$ cat config.mk
export PLATFORM = sky130hd
export DESIGN_NAME = aldm_core
export DESIGN_NICKNAME = d
export VERILOG_FILES = /design/src/aldm_pkg.sv /design/src/aldm_core.sv
export SDC_FILE = /design/constraint.sdc
export NUM_CORES = 1
export LEC_CHECK = 0
export BUFFER_PORTS_ARGS = -buffer_cell sky130_fd_sc_hd__clkbuf_2
export CAP_MARGIN = 20
export CORE_UTILIZATION = 58
export CTS_CLUSTER_SIZE = 16
export DETAILED_ROUTE_END_ITERATION = 12
export GPL_ROUTABILITY_DRIVEN = 0
export GPL_TIMING_DRIVEN = 0
export MAX_ROUTING_LAYER = met4
export PLACE_DENSITY = 0.76
export SLEW_MARGIN = 40
export SYNTH_ARGS = -nofsm -noshare
export SYNTH_HDL_FRONTEND = slang
export SYNTH_SLANG_ARGS = --single-unit
$ cat constraint.sdc
create_clock -name clk_i -period 6.32 [get_ports clk_i]
set_input_delay 0.948 -clock clk_i [delete_from_list [all_inputs] [get_ports clk_i]]
set_output_delay 0.948 -clock clk_i [all_outputs]
set_load 0.01 [all_outputs]
$ cat src/aldm_pkg.sv
// Shared constants and carrier types for the ADC level detect and monitor block
package aldm_pkg;
  localparam int unsigned NUM_CH      = 4;
  localparam int unsigned SAMP_W      = 14;
  localparam int unsigned MAG_W       = 13;
  localparam int unsigned WORD_W      = 16;
  localparam int unsigned ADDR_W      = 15;
  localparam int unsigned FRAME_W     = 25;
  localparam int unsigned SUBFR_W     = 5;
  localparam int unsigned SPI_INSTR_W = 16;
  localparam int unsigned SPI_TOTAL_W = 24;

  // Register offsets
  localparam logic [14:0] ADDR_DETECT_FLAGS_POWER = 15'h0040;
  localparam logic [14:0] ADDR_UPPER_THRESHOLD_LO = 15'h0247;
  localparam logic [14:0] ADDR_UPPER_THRESHOLD_HI = 15'h0248;
  localparam logic [14:0] ADDR_LOWER_THRESHOLD_LO = 15'h0249;
  localparam logic [14:0] ADDR_LOWER_THRESHOLD_HI = 15'h024A;
  localparam logic [14:0] ADDR_DWELL_TIME_LO      = 15'h024B;
  localparam logic [14:0] ADDR_DWELL_TIME_HI      = 15'h024C;
  localparam logic [14:0] ADDR_MONITOR_CONTROL    = 15'h0270;
  localparam logic [14:0] ADDR_MONITOR_PERIOD_0   = 15'h0271;
  localparam logic [14:0] ADDR_MONITOR_PERIOD_1   = 15'h0272;
  localparam logic [14:0] ADDR_MONITOR_PERIOD_2   = 15'h0273;
  localparam logic [14:0] ADDR_PEAK_HOLD_LO       = 15'h0274;
  localparam logic [14:0] ADDR_PEAK_HOLD_HI       = 15'h0275;
  localparam logic [14:0] ADDR_SERIAL_MON_EN_A    = 15'h0279;
  localparam logic [14:0] ADDR_SERIAL_MON_EN_B    = 15'h027A;

  // Field positions
  localparam int unsigned POS_PEAK_EN     = 1;
  localparam int unsigned POS_SER_EN_B    = 1;
  localparam int unsigned POS_CS_LSB      = 4;
  localparam int unsigned POS_PWR_LSB     = 6;
  localparam int unsigned POS_SPI_RD      = 23;

  // Reset values
  localparam logic [7:0] RST_REG          = 8'h00;
  localparam logic [7:0] RST_UPPER_LO     = 8'hFF;
  localparam logic [7:0] RST_UPPER_HI     = 8'h1F;
  localparam logic [7:0] RST_DWELL_LO     = 8'h01;

  // Subframe start bit and serial pad
  localparam logic       SUBFR_START      = 1'b1;
  localparam logic [6:0] FRAME_PAD        = 7'h00;

  typedef struct packed {
    logic [NUM_CH-1:0][SAMP_W-1:0] data;
  } aldm_samp_t;

  typedef struct packed {
    logic              sclk;
    logic              csb;
    logic              sdi;
  } aldm_spi_in_t;
endpackage

$ cat src/aldm_core.sv
// ADC fast-detect, peak monitor, serial monitor embedding and SPI register port
// Functional notes
// - Flag sets when magnitude exceeds upper threshold
// - Flag clears after below-lower exceeds dwell time
// - Upper crossing reaches pin within thirty cycles
// - 13-bit lower threshold, full scale 2^13
// - Dwell time programmable 1 to 65535 cycles
// - Upper threshold held at upper_threshold_lo/upper_threshold_hi
// - Lower threshold held at lower_threshold_lo/lower_threshold_hi
// - Dwell time held at dwell_time_lo/dwell_time_hi
// - Flags readable in bits[3:0] of detect_flags_power
// - Peak detector keeps largest 13-bit magnitude
// - Observation period is 24-bit sample count
// - Bit 1 of monitor_control enables peaks
// - Enable loads period; timer counts decimated clock
// - Seed store, then keep the greater magnitude
// - At one: hold peak, reload, reseed
// - Serial enable needs serial_monitor_enable_a[1:0] and serial_monitor_enable_b[1]
// - Up to three control lanes; the frame bit rides the top one, MSB first
// - 25-bit frame, five subframes with start bits
`timescale 1ns/1ns
module aldm_core (
  input  wire logic                                clk_i,
  input  wire logic                                rst_b_i,
  input  wire logic                                spi_sclk_i,
  input  wire logic                                spi_csb_i,
  input  wire logic                                sdio_i,
  output logic                                     sdio_o,
  output logic                                     sdio_oe_o,
  input  wire aldm_pkg::aldm_samp_t                samp_i,
  input  wire logic                                samp_valid_i,
  output logic                                     samp_ready_o,
  input  wire logic                                dec_en_i,
  output logic [aldm_pkg::WORD_W-1:0]              out_data_o,
  output logic                                     out_valid_o,
  input  wire logic                                out_ready_i,
  output logic                                     fast_detect_out_a,
  output logic                                     fast_detect_out_b,
  output logic                                     fast_detect_out_c,
  output logic                                     fast_detect_out_d,
  output logic [1:0]                               power_mode_o
);

  typedef struct packed {
    logic [7:0]                                    up_lo;
    logic [7:0]                                    up_hi;
    logic [7:0]                                    lo_lo;
    logic [7:0]                                    lo_hi;
    logic [7:0]                                    dw_lo;
    logic [7:0]                                    dw_hi;
    logic [1:0]                                    pwr;
    logic [7:0]                                    mon_ctl;
    logic [2:0][7:0]                               period;
    logic [7:0]                                    ser_a;
    logic [7:0]                                    ser_b;
    logic [aldm_pkg::NUM_CH-1:0]                   fd_flag;
    logic [aldm_pkg::NUM_CH-1:0][15:0]             dwell_cnt;
    logic                                          pk_en_d1;
    logic [23:0]                                   timer;
    logic [aldm_pkg::MAG_W-1:0]                    store;
    logic                                          seed;
    logic [aldm_pkg::MAG_W-1:0]                    hold;
    logic [aldm_pkg::FRAME_W-1:0]                  frame;
    logic [4:0]                                    frame_left;
    logic                                          pend;
    logic [aldm_pkg::MAG_W-1:0]                    pend_val;
    logic                                          sclk_s1;
    logic                                          sclk_s2;
    logic                                          sclk_s3;
    logic                                          csb_s1;
    logic                                          csb_s2;
    logic                                          sdi_s1;
    logic                                          sdi_s2;
    logic [aldm_pkg::SPI_TOTAL_W-1:0]              shift;
    logic [4:0]                                    bit_cnt;
    logic [7:0]                                    rdata;
    logic                                          sdo;
    logic                                          sdo_oe;
    logic [aldm_pkg::WORD_W-1:0]                   head;
    logic [aldm_pkg::WORD_W-1:0]                   tail;
    logic                                          v0;
    logic                                          v1;
  } aldm_state_t;

  aldm_state_t st_q;
  aldm_state_t st_d;

  function automatic logic [aldm_pkg::MAG_W-1:0] aldm_abs(input logic [aldm_pkg::SAMP_W-1:0] s);
    logic [aldm_pkg::SAMP_W-1:0] n;
    n = ~s + 14'h0001;
    if (!s[aldm_pkg::SAMP_W-1])
      aldm_abs = s[aldm_pkg::MAG_W-1:0];
    else if (n[aldm_pkg::SAMP_W-1])
      aldm_abs = 13'h1FFF;
    else
      aldm_abs = n[aldm_pkg::MAG_W-1:0];
  endfunction

  logic [aldm_pkg::NUM_CH-1:0][aldm_pkg::MAG_W-1:0] mag;
  logic [aldm_pkg::MAG_W-1:0]                       up_thr;
  logic [aldm_pkg::MAG_W-1:0]                       lo_thr;
  logic [15:0]                                      dwell;

  assign up_thr = {st_q.up_hi[4:0], st_q.up_lo};
  assign lo_thr = {st_q.lo_hi[4:0], st_q.lo_lo};
  // A dwell of zero would clear on the first below-lower cycle; treat it as one
  assign dwell  = ({st_q.dw_hi, st_q.dw_lo} == 16'h0000) ? 16'h0001
                : {st_q.dw_hi, st_q.dw_lo};

  genvar gi;
  generate
    for (gi = 0; gi < aldm_pkg::NUM_CH; gi++)
    begin : g_mag
      assign mag[gi] = aldm_abs(samp_i.data[gi]);
    end
  endgenerate

  always_comb
  begin
    logic                          push;
    logic                          pop;
    logic                          rd_en;
    logic                          ser_on;
    logic [1:0]                    cs;
    logic [aldm_pkg::MAG_W-1:0]    cur;
    logic [23:0]                   per;
    logic [aldm_pkg::WORD_W-1:0]   word;
    logic [14:0]                   addr;
    logic [7:0]                    wdat;
    logic                          ctl_bit;
    push    = 1'b0;
    pop     = 1'b0;
    rd_en   = 1'b0;
    ser_on  = 1'b0;
    cs      = 2'b00;
    cur     = 13'h0000;
    per     = 24'h000000;
    word    = 16'h0000;
    addr    = 15'h0000;
    wdat    = 8'h00;
    ctl_bit = 1'b0;
    st_d    = st_q;

    // Fast detect, one cycle from sample to pin
    for (int c = 0; c < aldm_pkg::NUM_CH; c++)
    begin
      if (mag[c] > up_thr)
      begin
        st_d.fd_flag[c]   = 1'b1;
        st_d.dwell_cnt[c] = 16'h0000;
      end
      else if (mag[c] >= lo_thr)
        st_d.dwell_cnt[c] = 16'h0000;
      else if (st_q.fd_flag[c])
      begin
        if (st_q.dwell_cnt[c] >= dwell)
        begin
          st_d.fd_flag[c]   = 1'b0;
          st_d.dwell_cnt[c] = 16'h0000;
        end
        else
          st_d.dwell_cnt[c] = st_q.dwell_cnt[c] + 16'h0001;
      end
    end

    // Peak monitor on channel A at the decimated rate
    per = {st_q.period[2], st_q.period[1], st_q.period[0]};
    if (per == 24'h000000)
      per = 24'h000001;
    st_d.pk_en_d1 = st_q.mon_ctl[aldm_pkg::POS_PEAK_EN];
    cur = mag[0];
    if (!st_q.mon_ctl[aldm_pkg::POS_PEAK_EN])
    begin
      st_d.seed = 1'b1;
    end
    else if (!st_q.pk_en_d1)
    begin
      st_d.timer = per;
      st_d.seed  = 1'b1;
    end
    else if (dec_en_i)
    begin
      if (!st_q.seed && st_q.store > cur)
        cur = st_q.store;
      if (st_q.timer <= 24'h000001)
      begin
        st_d.hold  = cur;
        st_d.timer = per;
        st_d.seed  = 1'b1;
        st_d.pend     = 1'b1;
        st_d.pend_val = cur;
      end
      else
      begin
        st_d.store = cur;
        st_d.seed  = 1'b0;
        st_d.timer = st_q.timer - 24'h000001;
      end
    end

    // Serial monitor: one bit per accepted sample
    ser_on = (st_q.ser_a[1:0] == 2'b11) && st_q.ser_b[aldm_pkg::POS_SER_EN_B];
    cs     = st_q.ser_b[aldm_pkg::POS_CS_LSB +: 2];
    push   = samp_valid_i && !st_q.v1;
    pop    = out_ready_i && st_q.v0;
    if (st_q.frame_left != 5'd0)
      ctl_bit = st_q.frame[aldm_pkg::FRAME_W-1];
    if (!ser_on || cs == 2'b00)
      ctl_bit = 1'b0;
    // Upper sample bits stay; control bits take the low lanes from MSB down
    word = {samp_i.data[0][aldm_pkg::SAMP_W-1 -: 13], 3'b000};
    if (cs == 2'b00)
      word[2:0] = samp_i.data[0][0 +: 3];
    else
      word[2] = ctl_bit;
    if (cs == 2'b01)
      word[1:0] = samp_i.data[0][0 +: 2];
    else if (cs == 2'b10)
      word[0] = samp_i.data[0][0];

    if (push && st_q.frame_left != 5'd0)
    begin
      st_d.frame      = {st_q.frame[aldm_pkg::FRAME_W-2:0], 1'b0};
      st_d.frame_left = st_q.frame_left - 5'd1;
    end
    else if (push && st_d.pend && ser_on)
    begin
      // New peaks that arrive mid-frame wait; only the latest is kept
      st_d.frame = {aldm_pkg::SUBFR_START, aldm_pkg::FRAME_PAD[6:3],
                    aldm_pkg::SUBFR_START, aldm_pkg::FRAME_PAD[2:0], st_d.pend_val[12],
                    aldm_pkg::SUBFR_START, st_d.pend_val[11:8],
                    aldm_pkg::SUBFR_START, st_d.pend_val[7:4],
                    aldm_pkg::SUBFR_START, st_d.pend_val[3:0]};
      st_d.frame_left = 5'd25;
      st_d.pend       = 1'b0;
    end

    // Two-entry output buffer so a receiver stall loses no word
    if (pop)
    begin
      if (st_q.v1)
      begin
        st_d.head = st_q.tail;
        st_d.v1   = 1'b0;
      end
      else
        st_d.v0 = 1'b0;
    end
    if (push)
    begin
      if (!st_d.v0)
      begin
        st_d.head = word;
        st_d.v0   = 1'b1;
      end
      else
      begin
        st_d.tail = word;
        st_d.v1   = 1'b1;
      end
    end

    // SPI slave; sclk is oversampled so it must run well below clk/4
    st_d.sclk_s1 = spi_sclk_i;
    st_d.sclk_s2 = st_q.sclk_s1;
    st_d.sclk_s3 = st_q.sclk_s2;
    st_d.csb_s1  = spi_csb_i;
    st_d.csb_s2  = st_q.csb_s1;
    st_d.sdi_s1  = sdio_i;
    st_d.sdi_s2  = st_q.sdi_s1;
    // The read bit keeps moving up the shifter, so follow it by the bit count
    if (st_q.bit_cnt != 5'd0)
      rd_en = st_q.shift[st_q.bit_cnt - 5'd1];
    addr  = st_q.shift[14:0];
    if (st_q.csb_s2)
    begin
      st_d.bit_cnt = 5'd0;
      st_d.sdo_oe  = 1'b0;
      st_d.sdo     = 1'b0;
    end
    else if (st_q.sclk_s2 && !st_q.sclk_s3 && st_q.bit_cnt < 5'd24)
    begin
      st_d.shift   = {st_q.shift[aldm_pkg::SPI_TOTAL_W-2:0], st_q.sdi_s2};
      st_d.bit_cnt = st_q.bit_cnt + 5'd1;
      if (st_q.bit_cnt == 5'd15)
      begin
        addr = {st_q.shift[13:0], st_q.sdi_s2};
        if (addr == aldm_pkg::ADDR_DETECT_FLAGS_POWER)
          st_d.rdata = {st_q.pwr, 2'b00, st_q.fd_flag};
        else if (addr == aldm_pkg::ADDR_UPPER_THRESHOLD_LO)
          st_d.rdata = st_q.up_lo;
        else if (addr == aldm_pkg::ADDR_UPPER_THRESHOLD_HI)
          st_d.rdata = st_q.up_hi;
        else if (addr == aldm_pkg::ADDR_LOWER_THRESHOLD_LO)
          st_d.rdata = st_q.lo_lo;
        else if (addr == aldm_pkg::ADDR_LOWER_THRESHOLD_HI)
          st_d.rdata = st_q.lo_hi;
        else if (addr == aldm_pkg::ADDR_DWELL_TIME_LO)
          st_d.rdata = st_q.dw_lo;
        else if (addr == aldm_pkg::ADDR_DWELL_TIME_HI)
          st_d.rdata = st_q.dw_hi;
        else if (addr == aldm_pkg::ADDR_MONITOR_CONTROL)
          st_d.rdata = st_q.mon_ctl;
        else if (addr == aldm_pkg::ADDR_MONITOR_PERIOD_0)
          st_d.rdata = st_q.period[0];
        else if (addr == aldm_pkg::ADDR_MONITOR_PERIOD_1)
          st_d.rdata = st_q.period[1];
        else if (addr == aldm_pkg::ADDR_MONITOR_PERIOD_2)
          st_d.rdata = st_q.period[2];
        else if (addr == aldm_pkg::ADDR_PEAK_HOLD_LO)
          st_d.rdata = st_q.hold[7:0];
        else if (addr == aldm_pkg::ADDR_PEAK_HOLD_HI)
          st_d.rdata = {3'b000, st_q.hold[12:8]};
        else if (addr == aldm_pkg::ADDR_SERIAL_MON_EN_A)
          st_d.rdata = st_q.ser_a;
        else if (addr == aldm_pkg::ADDR_SERIAL_MON_EN_B)
          st_d.rdata = st_q.ser_b;
        else
          st_d.rdata = 8'h00;
      end
      if (st_q.bit_cnt == 5'd23 && !rd_en)
      begin
        wdat = {st_q.shift[6:0], st_q.sdi_s2};
        addr = st_q.shift[21:7];
        if (addr == aldm_pkg::ADDR_DETECT_FLAGS_POWER)
          st_d.pwr = wdat[aldm_pkg::POS_PWR_LSB +: 2];
        else if (addr == aldm_pkg::ADDR_UPPER_THRESHOLD_LO)
          st_d.up_lo = wdat;
        else if (addr == aldm_pkg::ADDR_UPPER_THRESHOLD_HI)
          st_d.up_hi = {3'b000, wdat[4:0]};
        else if (addr == aldm_pkg::ADDR_LOWER_THRESHOLD_LO)
          st_d.lo_lo = wdat;
        else if (addr == aldm_pkg::ADDR_LOWER_THRESHOLD_HI)
          st_d.lo_hi = {3'b000, wdat[4:0]};
        else if (addr == aldm_pkg::ADDR_DWELL_TIME_LO)
          st_d.dw_lo = wdat;
        else if (addr == aldm_pkg::ADDR_DWELL_TIME_HI)
          st_d.dw_hi = wdat;
        else if (addr == aldm_pkg::ADDR_MONITOR_CONTROL)
          st_d.mon_ctl = wdat;
        else if (addr == aldm_pkg::ADDR_MONITOR_PERIOD_0)
          st_d.period[0] = wdat;
        else if (addr == aldm_pkg::ADDR_MONITOR_PERIOD_1)
          st_d.period[1] = wdat;
        else if (addr == aldm_pkg::ADDR_MONITOR_PERIOD_2)
          st_d.period[2] = wdat;
        else if (addr == aldm_pkg::ADDR_SERIAL_MON_EN_A)
          st_d.ser_a = wdat;
        else if (addr == aldm_pkg::ADDR_SERIAL_MON_EN_B)
          st_d.ser_b = wdat;
      end
    end
    else if (!st_q.sclk_s2 && st_q.sclk_s3 && rd_en && st_q.bit_cnt >= 5'd16)
    begin
      // Read data leaves on falling edges, MSB first
      st_d.sdo_oe = (st_q.bit_cnt < 5'd24);
      st_d.sdo    = st_q.rdata[7];
      st_d.rdata  = {st_q.rdata[6:0], 1'b0};
    end
  end

  always_ff @(posedge clk_i)
  begin
    if (!rst_b_i)
    begin
      st_q        <= '0;
      st_q.up_lo  <= aldm_pkg::RST_UPPER_LO;
      st_q.up_hi  <= aldm_pkg::RST_UPPER_HI;
      st_q.dw_lo  <= aldm_pkg::RST_DWELL_LO;
      st_q.seed   <= 1'b1;
      st_q.sclk_s1 <= 1'b0;
      st_q.csb_s1 <= 1'b1;
      st_q.csb_s2 <= 1'b1;
    end
    else
      st_q <= st_d;
  end

  assign fast_detect_out_a = st_q.fd_flag[0];
  assign fast_detect_out_b = st_q.fd_flag[1];
  assign fast_detect_out_c = st_q.fd_flag[2];
  assign fast_detect_out_d = st_q.fd_flag[3];
  assign power_mode_o      = st_q.pwr;
  assign sdio_o            = st_q.sdo;
  assign sdio_oe_o         = st_q.sdo_oe;
  assign out_data_o        = st_q.head;
  assign out_valid_o       = st_q.v0;
  assign samp_ready_o      = !st_q.v1;

endmodule // aldm_core

Yosys cells after proc, flatten, opt, wreduce, memory -nomap -nowiden
Index checks and enable logic that the tools add are counted.

storage, ports and cells
  memory bits (read-only) = 0
  output and inout bits = 26
  memories kept = 0
  input port bits = 64
  bits in writable memories = 0
  bits in latches = 0
  register bits = 336
  logic and storage cells = 269

operators by class
  shift-type cells = 0
  $mul = 0
  divide/modulo/power cells = 0
  equal/unequal tests = 39
  bitwise logic cells = 20
  $lt $le $gt $ge = 17
  reductions and logical operators = 54
  add/sub/neg operators = 12
  multiplexer cells = 80

operator list
  cell                                                              count
  equality test 15 x 10 -> 1 bit (second input constant)            26
  two-way mux 16 bit                                                9
  two-way mux 13 bit                                                11
  two-way mux 8 bit                                                 17
  two-way mux 24 bit                                                3
  greater-than comparator 13 bit                                    5
  adder 16 x 1 -> 16 bit (second input constant)                    4
  >= comparator 16 bit                                              4
  adder 14 x 1 -> 14 bit (second input constant)                    4
  two-way mux 14 bit                                                4
  NOT 14 bit                                                        4
  >= comparator 13 bit                                              4
  two-way mux 51 bit                                                1
  two-way mux 34 bit                                                1
  two-way mux 31 bit                                                1
  equality test 15 x 7 -> 1 bit (second input constant)             2
  two-way mux 30 bit                                                1
  two-way mux 1 bit                                                 28
  less-or-equal comparator 24 x 1 -> 1 bit (second input constant)  1
  zero test 24 bit                                                  1
  subtractor 24 x 1 -> 24 bit (second input constant)               1
  zero test 16 bit                                                  1
  NOT 1 bit                                                         16
  AND reduction 16 bit                                              1
  other kinds (36)                                                  72

Longest topological paths before layout
Gate-level depths: netlist of the first run.

  depth after elaboration = 18
  mapped depth = 20
  depth with buffers taken out = 19

Worst setup path before layout of the first run
Ideal clock, no wire load.

  path kind = input to register
  start = input port samp_i[15] (netlist name)
  end = register st_q[197] (netlist name)
  data arrival time = 4632 ps
  setup time = 65 ps
  stages = 20
  required time = 6255 ps
  path slack = 1623 ps
  path buffers = 1
  cells stage by stage = inv_1 ha_1 or3b_2 nor3_1 nand2_1 or3_1 or3_1 nand2b_1 a21oi_1 a31oi_1 ha_1 a211oi_1 nand2_1 a21oi_1 a311o_1 a31oi_1 a2111o_1 a21o_1 buf_1 nor2_1

on the way
  cells in the longest elaborated chain, start to end = 6
  elaborated cells between the ends (all ways) = 7
  those cells by class = add/sub (1); order compare (2); mux (2); bitwise (1); reduce/logical (1)

ends and longest elaborated chain
  element                                                                 RTL line                            source
  start, declared                                                         aldm_core.sv:30                     input wire aldm_pkg::aldm_samp_t samp_i,
  NOT 14 bit                                                              aldm_core.sv:90                     n = ~s + 14'h0001;
  adder 14 x 1 -> 14 bit                                                  aldm_core.sv:90
  two-way mux 13 bit                                                      aldm_core.sv:93                     else if (n[aldm_pkg::SAMP_W-1])
  two-way mux 13 bit (*)                                                  aldm_core.sv:91                     if (!s[aldm_pkg::SAMP_W-1])
  greater-than comparator 13 bit or >= comparator 13 bit (tied branches)  aldm_core.sv:147, aldm_core.sv:152
  OR reduction 3 bit (no line) (*)                                        -
  end signal, assigned                                                    aldm_core.sv:376                    st_q <= st_d;
  end, declared                                                           aldm_core.sv:85                     aldm_state_t st_q;

Every way passes the cells marked *; elsewhere a longest branch is shown, timed or not.
A chain may end at the register's enable or synchronous reset.

Worst setup path in the final report of the first run
  start = input port samp_i[42] (netlist name)
  end = register st_q[233] (netlist name)

The elaborated chain is that of the path after synthesis.

==> results_dict.tcl, run 1 <==
set metrics [dict create \
    dp_hpwl_um 47670 \
    synth-warning-count 0 \
    finalSetupTns_ns 0 \
    start_kind "input port" \
    crit_type "in -> reg" \
    wl_um 65810 \
    hold_path_class "reg -> reg" \
    cts_tree "built" \
    final.setup_skew_ns 0.02058 \
    power_mw 4.831 \
    layout_min_cycle_time_ns 5.272 \
    grtUsageTotal_pct 36.82 \
    worstPathMaxFanout 10 \
    cts_hold_buf 0 \
    period_share_pct 83.42 \
    antenna_found_initial 0 \
    io-pin-count 90 \
    synth_mux_area_share_pct 5.379 \
    leakage_nw 9.401 \
    wl_per_cell_um 20.75 \
    cts_made_buffers 37 \
    yosys.cell_types.count 94 \
    fin_cells 3171 \
    maxSlewViolCount 0 \
    mostFrequentLayoutCell "dfxtp_1" \
    slowest_delay_ns 0.50 \
    drt_iter0_markers 2493 \
    syn_nets 2824 \
    p_sw_share_pct 24.72 \
    path_clk_slew_ns 0.06 \
    p_int_mw 3.637 \
    finalNetCount 2950 \
    utilization_pct 66.17 \
    cp_cell_sequence "clkbuf_2 > nor3_1 > nand3_1 > or3_1 > or3_1 > nor3_1 > clkbuf_1 > o41ai_1 > o21ai_0 > ha_1 > and4_1 > a311oi_1 > a21o_1 > a211oi_1 > nor4_1 > o21ai_0 > clkbuf_1 > nor2_1" \
    worst_hold_slack_ns 0.4353 \
    drtPass1Iterations 7 \
    grt_pass1_vias 19540 \
    async_flop_share_pct 0 \
    rows 68 \
    synth_simple_gate_area_share_pct 22.37 \
    final-setup-viol-count 0 \
    yosysSeqAreaShare_pct 32.35 \
    synthXorXnorAreaFrac_pct 3.538 \
    drcViolationCount 0 \
    ctsResizeCount 0 \
    chipWidth_um 191.3 \
    required_ns 6.82 \
    numPortBuffers 86 \
    antenna_cells 0 \
    fin_area_mm2 0.02308 \
    hold_violations 0 \
    drv_cap 0 \
    clock_sinks 336 \
    fin_ws_ns 1.048 \
    post_cts_buffers 0 \
    via_count 20590 \
    setup.worst_path.end_class "register" \
    worstPathArrival_ns 5.77 \
    synth-compound-area-share_pct 19.32 \
    ant_nets 0 \
    place_area_mm2 0.02181 \
    core_area_mm2 0.03488 \
    synth_area_mm2 0.02079 \
    fp.dieH_um 191.3 \
    synth_top_family_by_area "simple AND/OR/NAND/NOR gates" \
    ys.flop_type "dfxtp_1" \
    avgSynthCellArea_um2 8.104 \
    grt.overflow.total 0 \
    initial_core_util_pct 59.61 \
    clockRootBuffer "clkbuf_16" \
    drive_gt1_share_pct 8.763 \
    max_freq_mhz 189.7 \
    rsz0062_at_grt "false" \
    slew_headroom_pct 36.39 \
    synthCells 2566 \
    htreeDepth 2 \
    power_density_mw_per_mm2 209.3 \
    area_growth_pct 11.01 \
    clockPowerShare_pct 47.0 \
    dp_slack_ns 0.6146 \
    yosys_register_bits 336 \
    cp_slowest_cell "nor4_1" \
    p_switching_mw 1.194 \
    status "complete, no violations" \
    synthAdderAreaFrac_pct 11.67 \
    p_seq_share_pct 44.3 \
    grt_max_degree 15 \
    fill_cells 3029 \
    clockBufferDepth 3 \
    grt_pass1_wl_um 103500 \
    synth_edf_count 0 \
    vdd_drop_max_uv 244.4 \
    layout_common_cells "dfxtp_1, nor2_1, nand2_1" \
    via_per_inst 6.494 \
    insertion_delay_ns 0.56 \
    dieArea_mm2 0.03661 \
    dp_cells 3108 \
    worst_pin_slew_ns 0.9541 \
    pwr-share-comb_pct 8.6 \
]
==> power groups by stage <==
stage / clock, mW / sequential (mW) / combinational [mW]
after floorplan: 0 / 2.19 / 0.260
after global placement: 0 / 2.19 / 0.385
after detailed placement: 0 / 2.19 / 0.404
after CTS: 2.27 / 2.14 / 0.407
after global routing: 2.36 / 2.14 / 0.459
final: 2.27 / 2.14 / 0.418
==> state kept, by name, indices dropped and copies added, names as in the netlist <==
register	cells
lo_thr	13
st_q	293
fast_detect_out_c	1
fast_detect_out_b	1
sdio_o	1
fast_detect_out_d	1
out_data_o	16
st_d	5
out_valid_o	1
fast_detect_out_a	1
sdio_oe_o	1
power_mode_o	2
==> cell usage after synthesis, types with 29 or more instances <==
master	number	share of area (%)
dfxtp_1	336	32
nor2_1	271	4.9
nand2_1	261	4.7
ha_1	194	12
o21ai_0	188	4.5
a21oi_1	149	3.6
nand3_1	124	3.0
clkbuf_1	103	1.9
inv_1	101	1.8
mux2i_1	90	4.3
nor3_1	71	1.7
xor2_1	63	2.7
a211oi_1	46	1.7
nand4_1	40	1.2
nor4_1	31	0.93
a31oi_1	30	0.90
and3_1	30	0.90
a21o_1	29	1.0
==> routing by layer <==
layer  share of wire, %  vias up  GRT usage, %
li1                   -     9531             -
met1                 40     9646         45.53
met2                 44     1137         56.91
met3                 10      280         7.527
met4                5.4        0         18.22
met5                  0        -             -
==> path summary, 6_finish.rpt <==
check | from | to | slack [ns] | cells past startpoint
max reg2reg | st_q[163] | st_q[114] | 2.57 | 7
min | st_d[73] | st_q[73] | 0.44 | 1
max | samp_i[42] | st_q[233] | 1.05 | 18
min reg2reg | st_d[73] | st_q[73] | 0.44 | 1
==> layout make-up <==
cell class,instances,area [um2],share of cell area (%)
Clock inverter,12,176.4,0.7643
Clock buffer,51,1079,4.673
Tap cell,455,569.3,2.466
Multi-Input combinational cell,1976,12970,56.20
Inverter,102,382.9,1.659
Buffer,152,738.2,3.198
Timing Repair Buffer,87,437.9,1.897
Sequential cell,336,6726,29.14
==> worst max-delay path, delay by kind of cell <==
kind                       cells  cell delay, ns
AOI/OAI and AO/OA              6            1.40
adders and majority gates      1            0.32
buffers and inverters          3            0.77
and+or+nand+nor                8            2.33
==> kinds of logic after synthesis <==
family | count (synthesis)
buffers and inverters | 254
flip-flops | 336
AND/OR/NAND/NOR | 967
adder cells (fa/ha/maj) | 194
multiplexers | 103
XOR/XNOR | 84
AO/OA/AOI/OAI | 628
No activity file was read; power rests on OpenSTA's default activity.
==> inputs of run 2 (changes only) <==
==> constraint.sdc (replaced) <==
create_clock -name clk_i -period 5.4 [get_ports clk_i]
set_input_delay 0.81 -clock clk_i [delete_from_list [all_inputs] [get_ports clk_i]]
set_output_delay 0.81 -clock clk_i [all_outputs]
set_load 0.01 [all_outputs]
==> results_dict.tcl, run 2 (same netlist as run 1, synthesis figures left out) <==
set metrics [dict create \
    worst_hold_slack_ns 0.4353 \
    wl_per_cell_um 20.75 \
    hold_path_class "reg -> reg" \
    setup.worst_path.start "samp_i[42]" \
    grtUsageMet2_pct 56.91 \
    rsz0062_at_grt "false" \
    worstPathMaxFanout 10 \
    chipWidth_um 191.3 \
    core_area_mm2 0.03488 \
    fin_cells 3171 \
    max_freq_mhz 202.5 \
    required_ns 5.83 \
    worstHoldEndpoint "st_q[73]" \
    cp_slowest_cell "a311oi_1" \
    status "complete, no violations" \
    antenna_cells 0 \
    leakage_nw 9.402 \
    grt_max_degree 15 \
    insertion_delay_ns 0.56 \
    drive_gt1_share_pct 8.800 \
    fp.dieH_um 191.3 \
    reg2reg_to "st_q[114]" \
    power_mw 5.648 \
    period_share_pct 91.43 \
    crit_type "in -> reg" \
    ant_nets 0 \
    fin_ws_ns 0.4627 \
    slowest_delay_ns 0.59 \
    drcViolationCount 0 \
    grt.overflow.total 0 \
    met3_usage_pct 7.527 \
    clockRootBuffer "clkbuf_16" \
    final-setup-viol-count 0 \
    layout_common_cells "dfxtp_1, nor2_1, nand2_1" \
    dieArea_mm2 0.03661 \
    whs_path_depth 1 \
    clockBufferDepth 3 \
    grt_pass1_vias 19540 \
    path_clk_slew_ns 0.06 \
    drt_iter0_markers 2517 \
    use_met1_pct 45.53 \
    area_growth_pct 11.04 \
    via_count 20580 \
    slew_headroom_pct 35.81 \
    cp_cell_sequence "clkbuf_2 > nor3_1 > nand3_1 > or3_1 > or3_1 > nor3_1 > clkbuf_1 > o21ai_0 > o21ai_0 > ha_1 > and4_1 > nand3_1 > mux2i_1 > a311oi_1 > nor4_2 > o21ai_1 > clkbuf_1 > nor2_1" \
    hold_violations 0 \
    initial_core_util_pct 59.61 \
    finalNetCount 2950 \
    rows 68 \
    dp_hpwl_um 47670 \
    wl_um 65800 \
    setup.worst_path.end_class "register" \
    drv_cap 0 \
    worst_pin_slew_ns 0.9629 \
    htreeDepth 2 \
    post_cts_buffers 0 \
    via_per_inst 6.489 \
    antenna_found_initial 0 \
    rr_worst_depth 7 \
    timing.rr.start "st_q[163]" \
    dp_cells 3108 \
    worstPathArrival_ns 5.37 \
    dp_slack_ns -0.1674 \
    io-pin-count 90 \
    power_density_mw_per_mm2 244.6 \
    regMostFlops "st_q" \
    final.setup_skew_ns 0.02231 \
    mostFrequentLayoutCell "dfxtp_1" \
    maxSlewViolCount 0 \
    r2r_slack_ns 1.69 \
    layout_min_cycle_time_ns 4.937 \
    cts_made_buffers 37 \
    largest_reg_flops 293 \
    grt.busiest_layer "met2" \
    drtPass1Iterations 9 \
    grt_pass1_wl_um 103500 \
    numPortBuffers 86 \
    min_from "st_d[73]" \
    vdd_drop_max_uv 286.2 \
    start_kind "input port" \
    clock_sinks 336 \
    cts_tree "built" \
    grtUsageTotal_pct 36.82 \
    cts_hold_buf 0 \
]
[run 2: cell types whose count changed in the layout (fill, tap and decap cells not counted)]
| cell | change |
|---|---|
| nor4_1 | -1 |
| nor4_2 | +1 |
| o21ai_0 | -1 |
| o21ai_1 | +1 |
[run 2: worst max path at each step]
stage                           end  slack, ns
after detailed placement  st_q[232]      -0.17
after CTS                 st_q[236]       0.39
after global routing      st_q[235]       0.06
final                     st_q[236]       0.46
after floorplan           st_q[197]       0.84
after global placement    st_q[229]       0.02
[run 2: per-stage QoR]
step	TNS, ns	util [%]	area (um2)
global route	0	66.19	23090
floorplan	0	-	20790
global placement	0	62.47	21790
finish	0	66.19	23090
CTS	0	66.12	23060
detailed placement	-1.581	62.52	21810
[run 2: worst max-delay path: cells and delay by family]
| family | cells | cell delay [ns] |
|---|---|---|
| buffers and inverters | 3 | 0.85 |
| muxes | 1 | 0.08 |
| adders and majority gates | 1 | 0.31 |
| AOI/OAI and AO/OA | 4 | 1.27 |
| and+or+nand+nor | 9 | 2.04 |
[run 2: area by class of cell]
class	instances	area [um2]
tap	455	569.3
timing repair buffer	87	437.9
multi-input combinational	1976	12980
buffer	152	738.2
clock inverter	12	176.4
sequential	336	6726
fill	3028	11800
inverter	102	382.9
clock buffer	51	1079
[run 2: report_power, final]
part | leakage [nW] | internal (mW) | switching (mW)
clock | 0.620 | 1.59 | 1.07
combinational | 6.07 | 0.173 | 0.315
sequential | 2.71 | 2.50 | 0.0107
[run 2: metal layers]
layer	vias up	wire (um)
met5	-	0
met4	0	3363
met3	260	6766
met2	1136	29210
met1	9650	26460
li1	9531	-
[run 2: what timing repair did]
action / CTS / global route
setup endpoints to repair: 0 / 10
gates resized for setup: 0 / 2
hold endpoints to repair: 0 / 0
